==> config.mk <==
export PLATFORM = sky130hd
export DESIGN_NAME = irq_vector_mapper
export DESIGN_NICKNAME = d
export VERILOG_FILES = /design/src/design/irq_vector_mapper.v
export VERILOG_INCLUDE_DIRS = /design/src /design/src/design
export SDC_FILE = /design/constraint.sdc
export NUM_CORES = 1
export LEC_CHECK = 0
export BUFFER_PORTS_ARGS = -buffer_cell sky130_fd_sc_hd__buf_4
export CORE_MARGIN = 4
export CORE_UTILIZATION = 55
export CTS_CLUSTER_DIAMETER = 100
export CTS_CLUSTER_SIZE = 25
export DETAILED_ROUTE_END_ITERATION = 12
export PLACE_DENSITY = 0.77
export REMOVE_ABC_BUFFERS = 1
export SLEW_MARGIN = 20
export SYNTH_ARGS = -nofsm -noshare
export SYNTH_HDL_FRONTEND = slang
export SYNTH_SLANG_ARGS = --single-unit
==> constraint.sdc <==
create_clock -name core_clk_i -period 91 [get_ports core_clk_i]
set_clock_uncertainty 0.2 [all_clocks]
set_input_delay 18.2 -clock core_clk_i [delete_from_list [all_inputs] [get_ports core_clk_i]]
set_output_delay 18.2 -clock core_clk_i [all_outputs]
set_load 0.005 [all_outputs]
==> src/design/irq_map_consts.vh <==
// Constants for the interrupt source to vector mapper
`ifndef IRQ_MAP_CONSTS_VH
`define IRQ_MAP_CONSTS_VH
`define IRQ_NUM_SOURCES   45
`define IRQ_NUM_VECTORS   34
`define IRQ_NUM_PRIO_WORDS 9
`define IRQ_WORD_BITS     32
`define IRQ_VEC_BITS      6
`define IRQ_SRC_BITS      6
`define IRQ_PRIO_BITS     3
`define IRQ_SUB_BITS      2
// Field positions inside a priority word, one slot of 8 bits per vector
`define IRQ_SLOT_BITS     8
`define IRQ_PRIO_LSB      2
`define IRQ_SUB_LSB       0
// Persistent sources (bit per request number, 45 bits)
`define IRQ_PERSIST_MASK  45'h1fff_f630_c660
// Default of the implemented source mask: every source present
`define IRQ_PRESENT_ALL   45'h1fff_ffff_ffff
`endif

==> src/design/irq_vector_mapper.v <==
// Interrupt source to vector mapping, flag/enable/priority store and arbiter
`timescale 1ns/100ps
`include "irq_map_consts.vh"

// Ports in three groups:
//   source side: events, software set and clear, enables
//   priority side: one vector's fields written per strobe
//   core side: registered request, vector, source and levels
// Flags and enables are visible for status reads.
// Priority zero keeps a vector out of arbitration.
// Every source is treated as a level: a held source re-flags.

module irq_vector_mapper #(
  parameter [44:0] PRESENT = `IRQ_PRESENT_ALL
) (
  input  wire        core_clk_i,
  input  wire        rst_n_i,
  input  wire [44:0] src_event_i,
  input  wire [44:0] flag_clear_i,
  input  wire [44:0] flag_set_i,
  input  wire [44:0] enable_i,
  input  wire [7:0]  prio_write_i,
  input  wire [5:0]  prio_vector_i,
  input  wire [2:0]  prio_value_i,
  input  wire [1:0]  sub_value_i,
  output reg  [44:0] flag_o,
  output reg  [44:0] enable_o,
  output wire        irq_req_o,
  output reg  [5:0]  irq_vector_o,
  output reg  [5:0]  irq_source_o,
  output reg  [2:0]  irq_prio_o,
  output reg  [1:0]  irq_sub_o
);

  // Vector for each request number; shared vectors are grouped items
  function [5:0] vec_of;
    input [5:0] n;
    begin
      case (n)
        // Core timer, software requests, first pin and timer
        6'h00:               vec_of = 6'h00;
        6'h01:               vec_of = 6'h01;
        6'h02:               vec_of = 6'h02;
        6'h03:               vec_of = 6'h03;
        6'h04:               vec_of = 6'h04;

        // Capture unit 1 group
        6'h05, 6'h06:        vec_of = 6'h05;
        6'h07:               vec_of = 6'h06;
        6'h08:               vec_of = 6'h07;
        6'h09:               vec_of = 6'h08;

        // Capture unit 2 group
        6'h0a, 6'h0b:        vec_of = 6'h09;
        6'h0c:               vec_of = 6'h0a;
        6'h0d:               vec_of = 6'h0b;
        6'h0e:               vec_of = 6'h0c;

        // Capture unit 3 group
        6'h0f, 6'h10:        vec_of = 6'h0d;
        6'h11:               vec_of = 6'h0e;
        6'h12:               vec_of = 6'h0f;
        6'h13:               vec_of = 6'h10;

        // Capture unit 4 group
        6'h14, 6'h15:        vec_of = 6'h11;
        6'h16:               vec_of = 6'h12;
        6'h17:               vec_of = 6'h13;
        6'h18:               vec_of = 6'h14;

        // Capture unit 5 group and converter done
        6'h19, 6'h1a:        vec_of = 6'h15;
        6'h1b:               vec_of = 6'h16;
        6'h1c:               vec_of = 6'h17;

        // Clock monitor, calendar, flash, comparators, serial bus
        6'h1d:               vec_of = 6'h18;
        6'h1e:               vec_of = 6'h19;
        6'h1f:               vec_of = 6'h1a;
        6'h20:               vec_of = 6'h1b;
        6'h21:               vec_of = 6'h1c;
        6'h22:               vec_of = 6'h1d;

        // Shared vectors of the serial ports and two-wire bus, then request 0x2c alone on vector 0x21
        6'h23, 6'h24, 6'h25: vec_of = 6'h1e;
        6'h26, 6'h27, 6'h28: vec_of = 6'h1f;
        6'h29, 6'h2a, 6'h2b: vec_of = 6'h20;
        6'h2c:               vec_of = 6'h21;
        default:             vec_of = 6'h00; // Unused numbers
      endcase
    end
  endfunction

  reg [2:0] prio_q [0:`IRQ_NUM_VECTORS-1];
  reg [1:0] sub_q  [0:`IRQ_NUM_VECTORS-1];

  // Next flag and enable per source; absent sources stay zero
  wire [44:0] flag_d;
  wire [44:0] enable_d;
  genvar g;
  generate
    for (g = 0; g < `IRQ_NUM_SOURCES; g = g + 1) begin : g_src
      if (PRESENT[g]) begin : g_on
        // Set wins over clear; a held source re-asserts its flag
        assign flag_d[g]   = src_event_i[g] | flag_set_i[g] |
                             (flag_o[g] & ~flag_clear_i[g]);
        assign enable_d[g] = enable_i[g];
      end else begin : g_off
        // Unimplemented source keeps no flag or enable
        assign flag_d[g]   = 1'b0;
        assign enable_d[g] = 1'b0;
      end
    end
  endgenerate

  // Flag and enable registers
  always @(posedge core_clk_i or negedge rst_n_i) begin
    if (!rst_n_i) begin
      flag_o   <= 45'h0;
      enable_o <= 45'h0;
    end else begin
      flag_o   <= flag_d;
      enable_o <= enable_d;
    end
  end

  // Priority field per vector; zero keeps the vector disabled
  integer v;
  always @(posedge core_clk_i or negedge rst_n_i) begin
    if (!rst_n_i) begin
      for (v = 0; v < `IRQ_NUM_VECTORS; v = v + 1) begin
        prio_q[v] <= 3'h0;
      end
    end else if (prio_write_i[`IRQ_PRIO_LSB] && prio_vector_i < 6'h22) begin
      prio_q[prio_vector_i] <= prio_value_i;
    end
  end

  // Sub-priority field per vector
  integer s;
  always @(posedge core_clk_i or negedge rst_n_i) begin
    if (!rst_n_i) begin
      for (s = 0; s < `IRQ_NUM_VECTORS; s = s + 1) begin
        sub_q[s] <= 2'h0;
      end
    end else if (prio_write_i[`IRQ_SUB_LSB] && prio_vector_i < 6'h22) begin
      sub_q[prio_vector_i] <= sub_value_i;
    end
  end

  // Sources that may compete: flagged, enabled and present
  wire [44:0] pend_w = flag_o & enable_o & PRESENT;

  // Arbiter: highest priority, then sub-priority, then lowest number
  reg        win_any;
  reg [5:0]  win_src;
  reg [5:0]  win_vec;
  reg [2:0]  win_pri;
  reg [1:0]  win_sub;
  reg [5:0]  cv;
  integer    n;
  always @* begin
    win_any = 1'b0;
    win_src = 6'h00;
    win_vec = 6'h00;
    win_pri = 3'h0;
    win_sub = 2'h0;
    cv      = 6'h00;
    for (n = 0; n < `IRQ_NUM_SOURCES; n = n + 1) begin
      cv = vec_of(n[5:0]);
      if (pend_w[n] && prio_q[cv] != 3'h0) begin
        // Strict greater keeps earlier (lower) number on ties
        if (!win_any || prio_q[cv] > win_pri ||
            (prio_q[cv] == win_pri && sub_q[cv] > win_sub)) begin
          win_any = 1'b1;
          win_src = n[5:0];
          win_vec = cv;
          win_pri = prio_q[cv];
          win_sub = sub_q[cv];
        end
      end
    end
  end

  // Registered request presented to the core
  reg req_q;
  always @(posedge core_clk_i or negedge rst_n_i) begin
    if (!rst_n_i) begin
      req_q        <= 1'b0;
      irq_vector_o <= 6'h00;
      irq_source_o <= 6'h00;
      irq_prio_o   <= 3'h0;
      irq_sub_o    <= 2'h0;
    end else begin
      req_q        <= win_any;
      irq_vector_o <= win_vec;
      irq_source_o <= win_src;
      irq_prio_o   <= win_pri;
      irq_sub_o    <= win_sub;
    end
  end

  assign irq_req_o = req_q;

endmodule

Word level (Yosys, flattened, before mapping)
Cells that the tools add are included.
- register bits after elaboration: 278
- latch bits: 0
- bits in writable memories: 0
- memory bits (read-only): 0
- input port bits: 201
- logic and storage cells: 1089
- memories kept: 0
- add/subtract/negate cells: 0
- multipliers: 0
- divide/modulo/power cells: 0
- order comparisons: 91
- equality and inequality tests: 44
- shifts and indexed selects: 0
- mux-type cells: 439
- bitwise operators: 182
- reduce and logical (&&, ||, !) cells: 258
- operator list (operator ; count):
    $mux 6 ; 165
    $mux 3 ; 90
    $mux 2 ; 90
    $eq 3x3->1 ; 44
    $gt 3x3->1 ; 44
    $bwmux 102 ; 1
    $reduce_bool 3->1 ; 34
    $logic_and 1x1->1 ; 92
    $mux 1 ; 90
    $or 1x1->1 ; 90
    $gt 2x2->1 ; 44
    $logic_or 1x1->1 ; 88
    $bwmux 68 ; 1
    $and 1x1->1 ; 45
    $and 45x45->45 ; 1
    $not 1->1 ; 45
    $logic_not 1->1 ; 44
    $demux 3 s6 ; 1
    $demux 2 s6 ; 1
    $ge 7x7->1 const B ; 1
    $lt 7x1->1 const B ; 1
    $not 6->7 ; 1
    $lt 6x6->1 const B ; 1

Depth between registers and ports, before layout
Gate-level depths: netlist (run 1).
- word-level depth: 223
- gate-level depth with buffers: 429
- depth with buffers taken out: 413

Least setup slack after synthesis (run 1)
Ideal clock, no wire load.
- path kind: register to register
- start: register prio_q[100] (netlist name)
- end: register irq_source_o[3]
- data arrival time: 72375 ps
- required time: 90650 ps
- setup slack: 18275 ps
- cell stages (with the launch flop): 385
- period minus slack after synthesis: 72725 ps
- cell sequence: dfrtp_1 > o311a_4 > and2_1 > ha_1 > nand2_1 > o211ai_1 > a31oi_2 > mux2_2 > ha_1 > nand2_1 > o21ai_0 > nand4_1 > a31oi_1 > nor2_1 > a21oi_1 > inv_1 > ha_1 > nor2b_1 > [... 349 more ...] > ha_1 > nand2b_1 > a21oi_1 > nor2b_1 > o22ai_1 > a21o_1 > and2_1 > o41a_1 > buf_6 > mux2_4 > ha_1 > nand2b_1 > a21oi_1 > nor2b_1 > o22ai_1 > a21o_1 > clkbuf_1 > o2111ai_1
- word-level cells in the longest chain between the ends: 223
- elaborated cells between the ends (all ways): 657
- classes of those cells: order compare (88); eq/ne (44); mux (347); reduce/logical (178)
- RTL lines (element ; line ; source):
    start, declared ; irq_vector_mapper.v:94 ; reg [2:0] prio_q [0:`IRQ_NUM_VECTORS-1];
    start signal, assigned by index ; irq_vector_mapper.v:135 ; prio_q[prio_vector_i] <= prio_value_i;
    $reduce_bool 3->1 ; irq_vector_mapper.v:171 ; if (pend_w[n] && prio_q[cv] != 3'h0) begin
    $logic_and 1x1->1 ; irq_vector_mapper.v:171 ;
    $mux 3, or another cell as far along ; irq_vector_mapper.v:171 ;
    $gt 3x3->1, or another cell as far along ; irq_vector_mapper.v:173 ; if (!win_any || prio_q[cv] > win_pri ||
    $logic_or 1x1->1 or $logic_and 1x1->1 (tied branches) ; irq_vector_mapper.v:173, irq_vector_mapper.v:174 ;
    $logic_or 1x1->1 ; irq_vector_mapper.v:173 ;
    $mux 3, or another cell as far along ; irq_vector_mapper.v:173 ;
    $mux 3, or another cell as far along ; irq_vector_mapper.v:171 ;
    [... 208 more ...] ; - ;
    $mux 3, or another cell as far along ; irq_vector_mapper.v:173 ;
    $mux 3, or another cell as far along ; irq_vector_mapper.v:171 ;
    $gt 3x3->1, or another cell as far along ; irq_vector_mapper.v:173 ;
    $logic_or 1x1->1 or $logic_and 1x1->1 (tied branches) ; irq_vector_mapper.v:173, irq_vector_mapper.v:174 ;
    $logic_or 1x1->1 ; irq_vector_mapper.v:173 ;
    $mux 6 ; irq_vector_mapper.v:173 ;
    $mux 6 * ; irq_vector_mapper.v:171 ;
    net win_src[3] ; irq_vector_mapper.v:156 ; reg [5:0] win_src;
    end signal, assigned ; irq_vector_mapper.v:197 ; irq_source_o <= win_src;
    end, declared ; irq_vector_mapper.v:30 ; output reg [5:0] irq_source_o,
The timed path passes the listed nets; every way through them passes the cells marked *.
A chain may end at the register's enable or synchronous reset.

Worst setup path after layout (run 1)
- start: register prio_q[100] (netlist name)
- end: register irq_source_o[5]
The elaborated chain is that of the path after synthesis.

==> out/results.txt, run 1 <==
worst path required time: 91.19 ns
Synth top area share: 31.47%
library cells used by synthesis: 129
number of enable flip-flop cells after synthesis: 0
Placed Cells: 3,320
Port Buf Inserts: 302
FP Rows: 73
max incr delay on CP: 0.70 ns
clock-pin slew on the worst setup and hold paths: 0.10 ns
hold buffers post-CTS: 0
Num CTS Buffers: 16
most used cell, CP: ha_1
CTS tree: done
Non-Filler Instances: 3,344
ys async rst share: 100.0%
initial cell density of the core: 55.64%
CP Max Fanout: 15
area post-placement: 24,790 sq um
syn avg cell area: 8.694 sq um
Post-Syn Area: 22,110 sq um
vias in the first global route: 20,130
max_slew headroom: 36.59%
DR pass1 iterations: 7
Seq/Total Area, Yosys: 31.47%
Final Slew Violations: 0
startpoint types: flop
clock sinks: 278
clk_lat worst skew: 0.54 ns
Post-DP HPWL: 47,360 um
R2R Setup Slk: 6.20 ns
largest net degree at the start of global routing: 77
crit share post-route: 93.19%
post-detailed-route wirelength per cell: 18.43 um
fin worst setup slack: 6.196 ns
worst hold path type: flop to flop
num ports: 309
Worst Hold Path Cells: 1
fmax: 11.79 MHz
Crit Path Category: flop to flop
Setup Buffers After CTS: 0
R2R cell count: 377
Vias: 20,120
H-tree depth: 1
Worst Setup End Kind: flop
worst-margin pin slew: 0.9512 ns
Final min period: 84.80 ns
die height: 208.5 um
Setup WS pre-CTS: 5.210 ns
status: finished clean
GRT Resource Usage Total: 27.38%
largest area contributor in the netlist: dfrtp_1
Yosys warning count: 0
die area: 43,470 sq um
Post-CTS Resized: 0
synth top area cells: dfrtp_1 31%, mux2_2 11%, ha_1 11%
Max stage delay cell, worst path: or4b_2
Max-Cap Viols: 0
root buffer cell: clkbuf_16
Via density: 6.017
# diodes: 0
die width: 208.5 um
layout cells sized above 1: 23.45%
DRC violations left: 0
#FFs+latches synth: 278
CP arrival: 85.00 ns
final core occ: 63.86%
GRT overflow: 0
final hold viol count: 0
Layout Nets: 3,200
Layout Area Growth over Synthesis: 14.77%
final wirelength: 61,630 um
Gate Count Post-Synth: 2,543
initial antenna violation count: 0
ANT nets after route: 0
global-route wire length before repair: 101,200 um
Final Setup Violations: 0
Iteration-0 DRC Markers: 1,280
Top FF cell, synth: dfrtp_1
design area: 25,370 sq um
gp weighted congestion: 0.9154
Core Footprint: 39,730 sq um
clk buf depth: 3
through the flow:
| step | hold WS, ns | TNS, ns |
|---|---|---|
| 5_1_grt | 0.3217 | -0.02700 |
| 6_report | 0.3222 | 0 |
| 3_5_place_dp | 0.2939 | 0 |
| 2_1_floorplan | 0.2704 | 0 |
| 3_3_place_gp | 0.2891 | 0 |
| 4_1_cts | 0.3175 | 0 |
worst paths after layout:
| check | start | endpoint |
|---|---|---|
| setup / recovery | prio_q[100]$_DFFE_PN0P_ | irq_source_o[5]$_DFF_PN0_ |
| hold / removal | sub_q[48]$_DFFE_PN0P_ | sub_q[48]$_DFFE_PN0P_ |
| setup reg to reg | prio_q[100]$_DFFE_PN0P_ | irq_source_o[5]$_DFF_PN0_ |
| hold reg to reg | sub_q[48]$_DFFE_PN0P_ | sub_q[48]$_DFFE_PN0P_ |
| max in group asynchronous | rst_n_i | irq_req_o$_DFF_PN0_ |
| min in group asynchronous | rst_n_i | flag_o[22]$_DFF_PN0_ |
state kept, by name, summed over array words and instances (netlist names):
signal        cells
enable_o         45
flag_o           45
irq_prio_o        3
irq_req_o         1
irq_source_o      6
irq_sub_o         2
irq_vector_o      6
prio_q          102
sub_q            68
final cells by class:
class                   instances  area (sq um)
repair buffers                312          2354
flip-flops and latches        278          6957
inverters                     238         893.4
clock inverters                 6         82.58
clock buffers                  18         439.2
well taps                     525         656.9
fillers                      3356         14360
multi-input cells            1967         13990
Yosys cell counts, types with 7 or more instances:
library cell,n
nand2_1,285
dfrtp_1,278
inv_1,237
o21ai_0,231
nor2_1,225
mux2_2,209
ha_1,186
a21oi_1,144
nand3_1,54
nor2b_1,46
mux2i_1,45
nor3_1,37
clkbuf_1,35
a31oi_1,29
and3_1,25
a21o_1,22
nand2b_1,20
a211oi_1,19
o311ai_0,18
and2_1,17
nand4_1,16
o21a_1,16
o311a_1,15
or3_1,15
maj3_1,13
o22ai_1,11
or2_2,10
buf_6,9
nand3b_1,9
o31ai_1,9
a211o_1,8
o21ai_1,8
a311oi_1,7
buf_2,7
nor3b_1,7
o211a_1,7
routing by layer:
layer	routed length [um]	GRT usage, %
met4	1773	7.814
met5	0	0
met2	29960	47.30
met3	3148	3.423
met1	26750	36.30
cells by family after synthesis:
logic type                 Yosys count  share of synthesized area, %
DFF                                278                         31.47
buffers and inverters              298                         5.580
muxes                              265                         13.38
adders and majority gates          199                         11.11
and+or+nand+nor                    823                         17.71
AOI/OAI and AO/OA                  673                         20.47
xor gates and xnor gates             7                        0.2773
worst max-delay path, delay by kind of cell, from the launching register on:
kind / cells / cell delay (ns)
buf+inv: 30 / 2.73
compound gates: 157 / 36.83
mux: 40 / 13.66
simple gates: 102 / 17.21
flops: 1 / 0.42
fa+ha+maj: 48 / 13.49
placed cells by master (no fill, tap or decap), drive strengths merged, types with 10 or more instances in the layout:
cell type    n
or2         15
o31ai       11
a211oi      24
clkbuf      18
nor2       226
o21ai      244
nor3        39
o21a        17
nand4       16
dfrtp      278
o311a       18
and2        21
and3        29
o211ai      12
o311ai      25
ha         186
a21oi      149
mux2i       46
or3         22
nand3       55
maj3        13
a21o        22
a21boi      10
nor2b       46
a31oi       31
nand2      289
nand2b      20
o22ai       11
inv        239
buf        312
mux2       219
Power of run 1 is not shown: default switching activity piles up to over one toggle a cycle in this logic, so the estimate is an artifact.
==> run 2, diff against run 1 <==
- CTS_BUF_LIST: default -> sky130_fd_sc_hd__clkbuf_16
==> run 2 against run 1 <==
Cell count unchanged. Via count about the same. Register-to-register slack worse by 0.03 ns. Core utilization about the same. Hold slack worse by 0.00099 ns. Maximum frequency about the same. Critical endpoint unchanged.
==> out/results.txt, run 2 (synthesized netlist as in run 1, its figures left out) <==
fin worst setup slack: 6.168 ns
CP Max Fanout: 15
FP Rows: 73
clock-pin slew on the worst setup and hold paths: 0.10 ns
Post-CTS Resized: 0
Port Buf Inserts: 302
root buffer cell: clkbuf_16
Final Setup Violations: 0
Largest register FFs: 102
hold buffers post-CTS: 0
vias in the first global route: 20,140
post-detailed-route wirelength per cell: 18.46 um
Max stage delay cell, worst path: or4b_2
crit share post-route: 93.22%
Setup Buffers After CTS: 0
die width: 208.5 um
clock sinks: 278
status: finished clean
startpoint types: flop
Final Slew Violations: 0
final wirelength: 61,720 um
clk_lat worst skew: 0.54 ns
Via density: 6.022
fmax: 11.79 MHz
largest registers: prio_q (102), sub_q (68)
initial antenna violation count: 0
Core Footprint: 39,730 sq um
layout cells sized above 1: 23.41%
global-route wire length before repair: 101,200 um
DRC violations left: 0
Reg with most FFs: prio_q
clk buf depth: 3
Crit Path Category: flop to flop
die area: 43,470 sq um
largest net degree at the start of global routing: 77
Final min period: 84.83 ns
Iteration-0 DRC Markers: 1,308
H-tree depth: 1
Layout Nets: 3,200
Num CTS Buffers: 16
GRT Resource Usage Total: 27.38%
Post-DP HPWL: 47,360 um
ANT nets after route: 0
gp weighted congestion: 0.9154
num ports: 309
CTS tree: done
max incr delay on CP: 0.70 ns
CP arrival: 85.02 ns
Worst Setup End Kind: flop
worst-margin pin slew: 0.9444 ns
die height: 208.5 um
worst hold path type: flop to flop
Setup WS pre-CTS: 5.210 ns
most frequent cells in the layout: 310 x buf_4, 285 x nand2_1, 278 x dfrtp_1
Layout Area Growth over Synthesis: 14.72%
GRT overflow: 0
# diodes: 0
max_slew headroom: 37.04%
DR pass1 iterations: 5
worst path required time: 91.19 ns
most common cell after layout, fill and taps aside: buf_4
Vias: 20,140
Max-Cap Viols: 0
most used cell, CP: ha_1
final hold viol count: 0
initial cell density of the core: 55.64%
## run 2: cell count changes in the layout (fill, tap and decap cells not counted)
| cell | before | now |
|---|---|---|
| clkbuf_8 | 1 | 0 |
| clkinv_1 | 1 | 2 |
## run 2: critical path: cells and delay by family (launching register included)
family,cells,cell delay [ns]
flip-flops,1,0.42
multiplexers,40,13.65
AO/OA/AOI/OAI,157,36.79
AND/OR/NAND/NOR,102,17.14
buffers and inverters,30,2.74
adder cells (fa/ha/maj),48,13.51
## run 2: per-stage QoR
| stage | hold slack, ns | utilization (%) | setup TNS (ns) | cell area, sq um | std cells |
|---|---|---|---|---|---|
| after floorplan | 0.2704 | - | 0 | 21770 | 2483 |
| final | 0.3212 | 63.84 | 0 | 25360 | 3344 |
| after detailed placement | 0.2939 | 62.38 | 0 | 24790 | 3320 |
| after CTS | 0.3175 | 63.67 | 0 | 25300 | 3344 |
| after global placement | 0.2891 | 62.38 | 0 | 24790 | 3320 |
| after global routing | 0.3217 | 63.84 | -0.02700 | 25360 | 3344 |
## run 2: area by class of cell
type	count	area [sq um]
clock buffer	17	425.4
clock inverter	7	86.33
fill	3355	14370
inverter	238	893.4
multi-input combinational	1967	13990
sequential	278	6957
tap	525	656.9
timing repair buffer	312	2354
## run 2: metal layers
layer / global-route usage, % / wire length, um / up-vias
li1: - / - / 9694
met5: 0 / 0 / -
met1: 36.28 / 26830 / 9783
met2: 47.30 / 29990 / 546
met3: 3.423 / 3098 / 114
met4: 7.814 / 1799 / 0
## run 2: worst paths after layout
| kind | slack [ns] | depth (start not counted) | to | start |
|---|---|---|---|---|
| max | 6.17 | 377 | irq_source_o[5]$_DFF_PN0_ | prio_q[100]$_DFFE_PN0P_ |
| min | 0.32 | 1 | sub_q[48]$_DFFE_PN0P_ | sub_q[48]$_DFFE_PN0P_ |
| max reg2reg | 6.17 | 377 | irq_source_o[5]$_DFF_PN0_ | prio_q[100]$_DFFE_PN0P_ |
| min reg2reg | 0.32 | 1 | sub_q[48]$_DFFE_PN0P_ | sub_q[48]$_DFFE_PN0P_ |
| max in group asynchronous | 71.03 | 3 | irq_req_o$_DFF_PN0_ | rst_n_i |
| min in group asynchronous | 17.39 | 1 | flag_o[22]$_DFF_PN0_ | rst_n_i |
Power of run 2 is left out for the same reason.
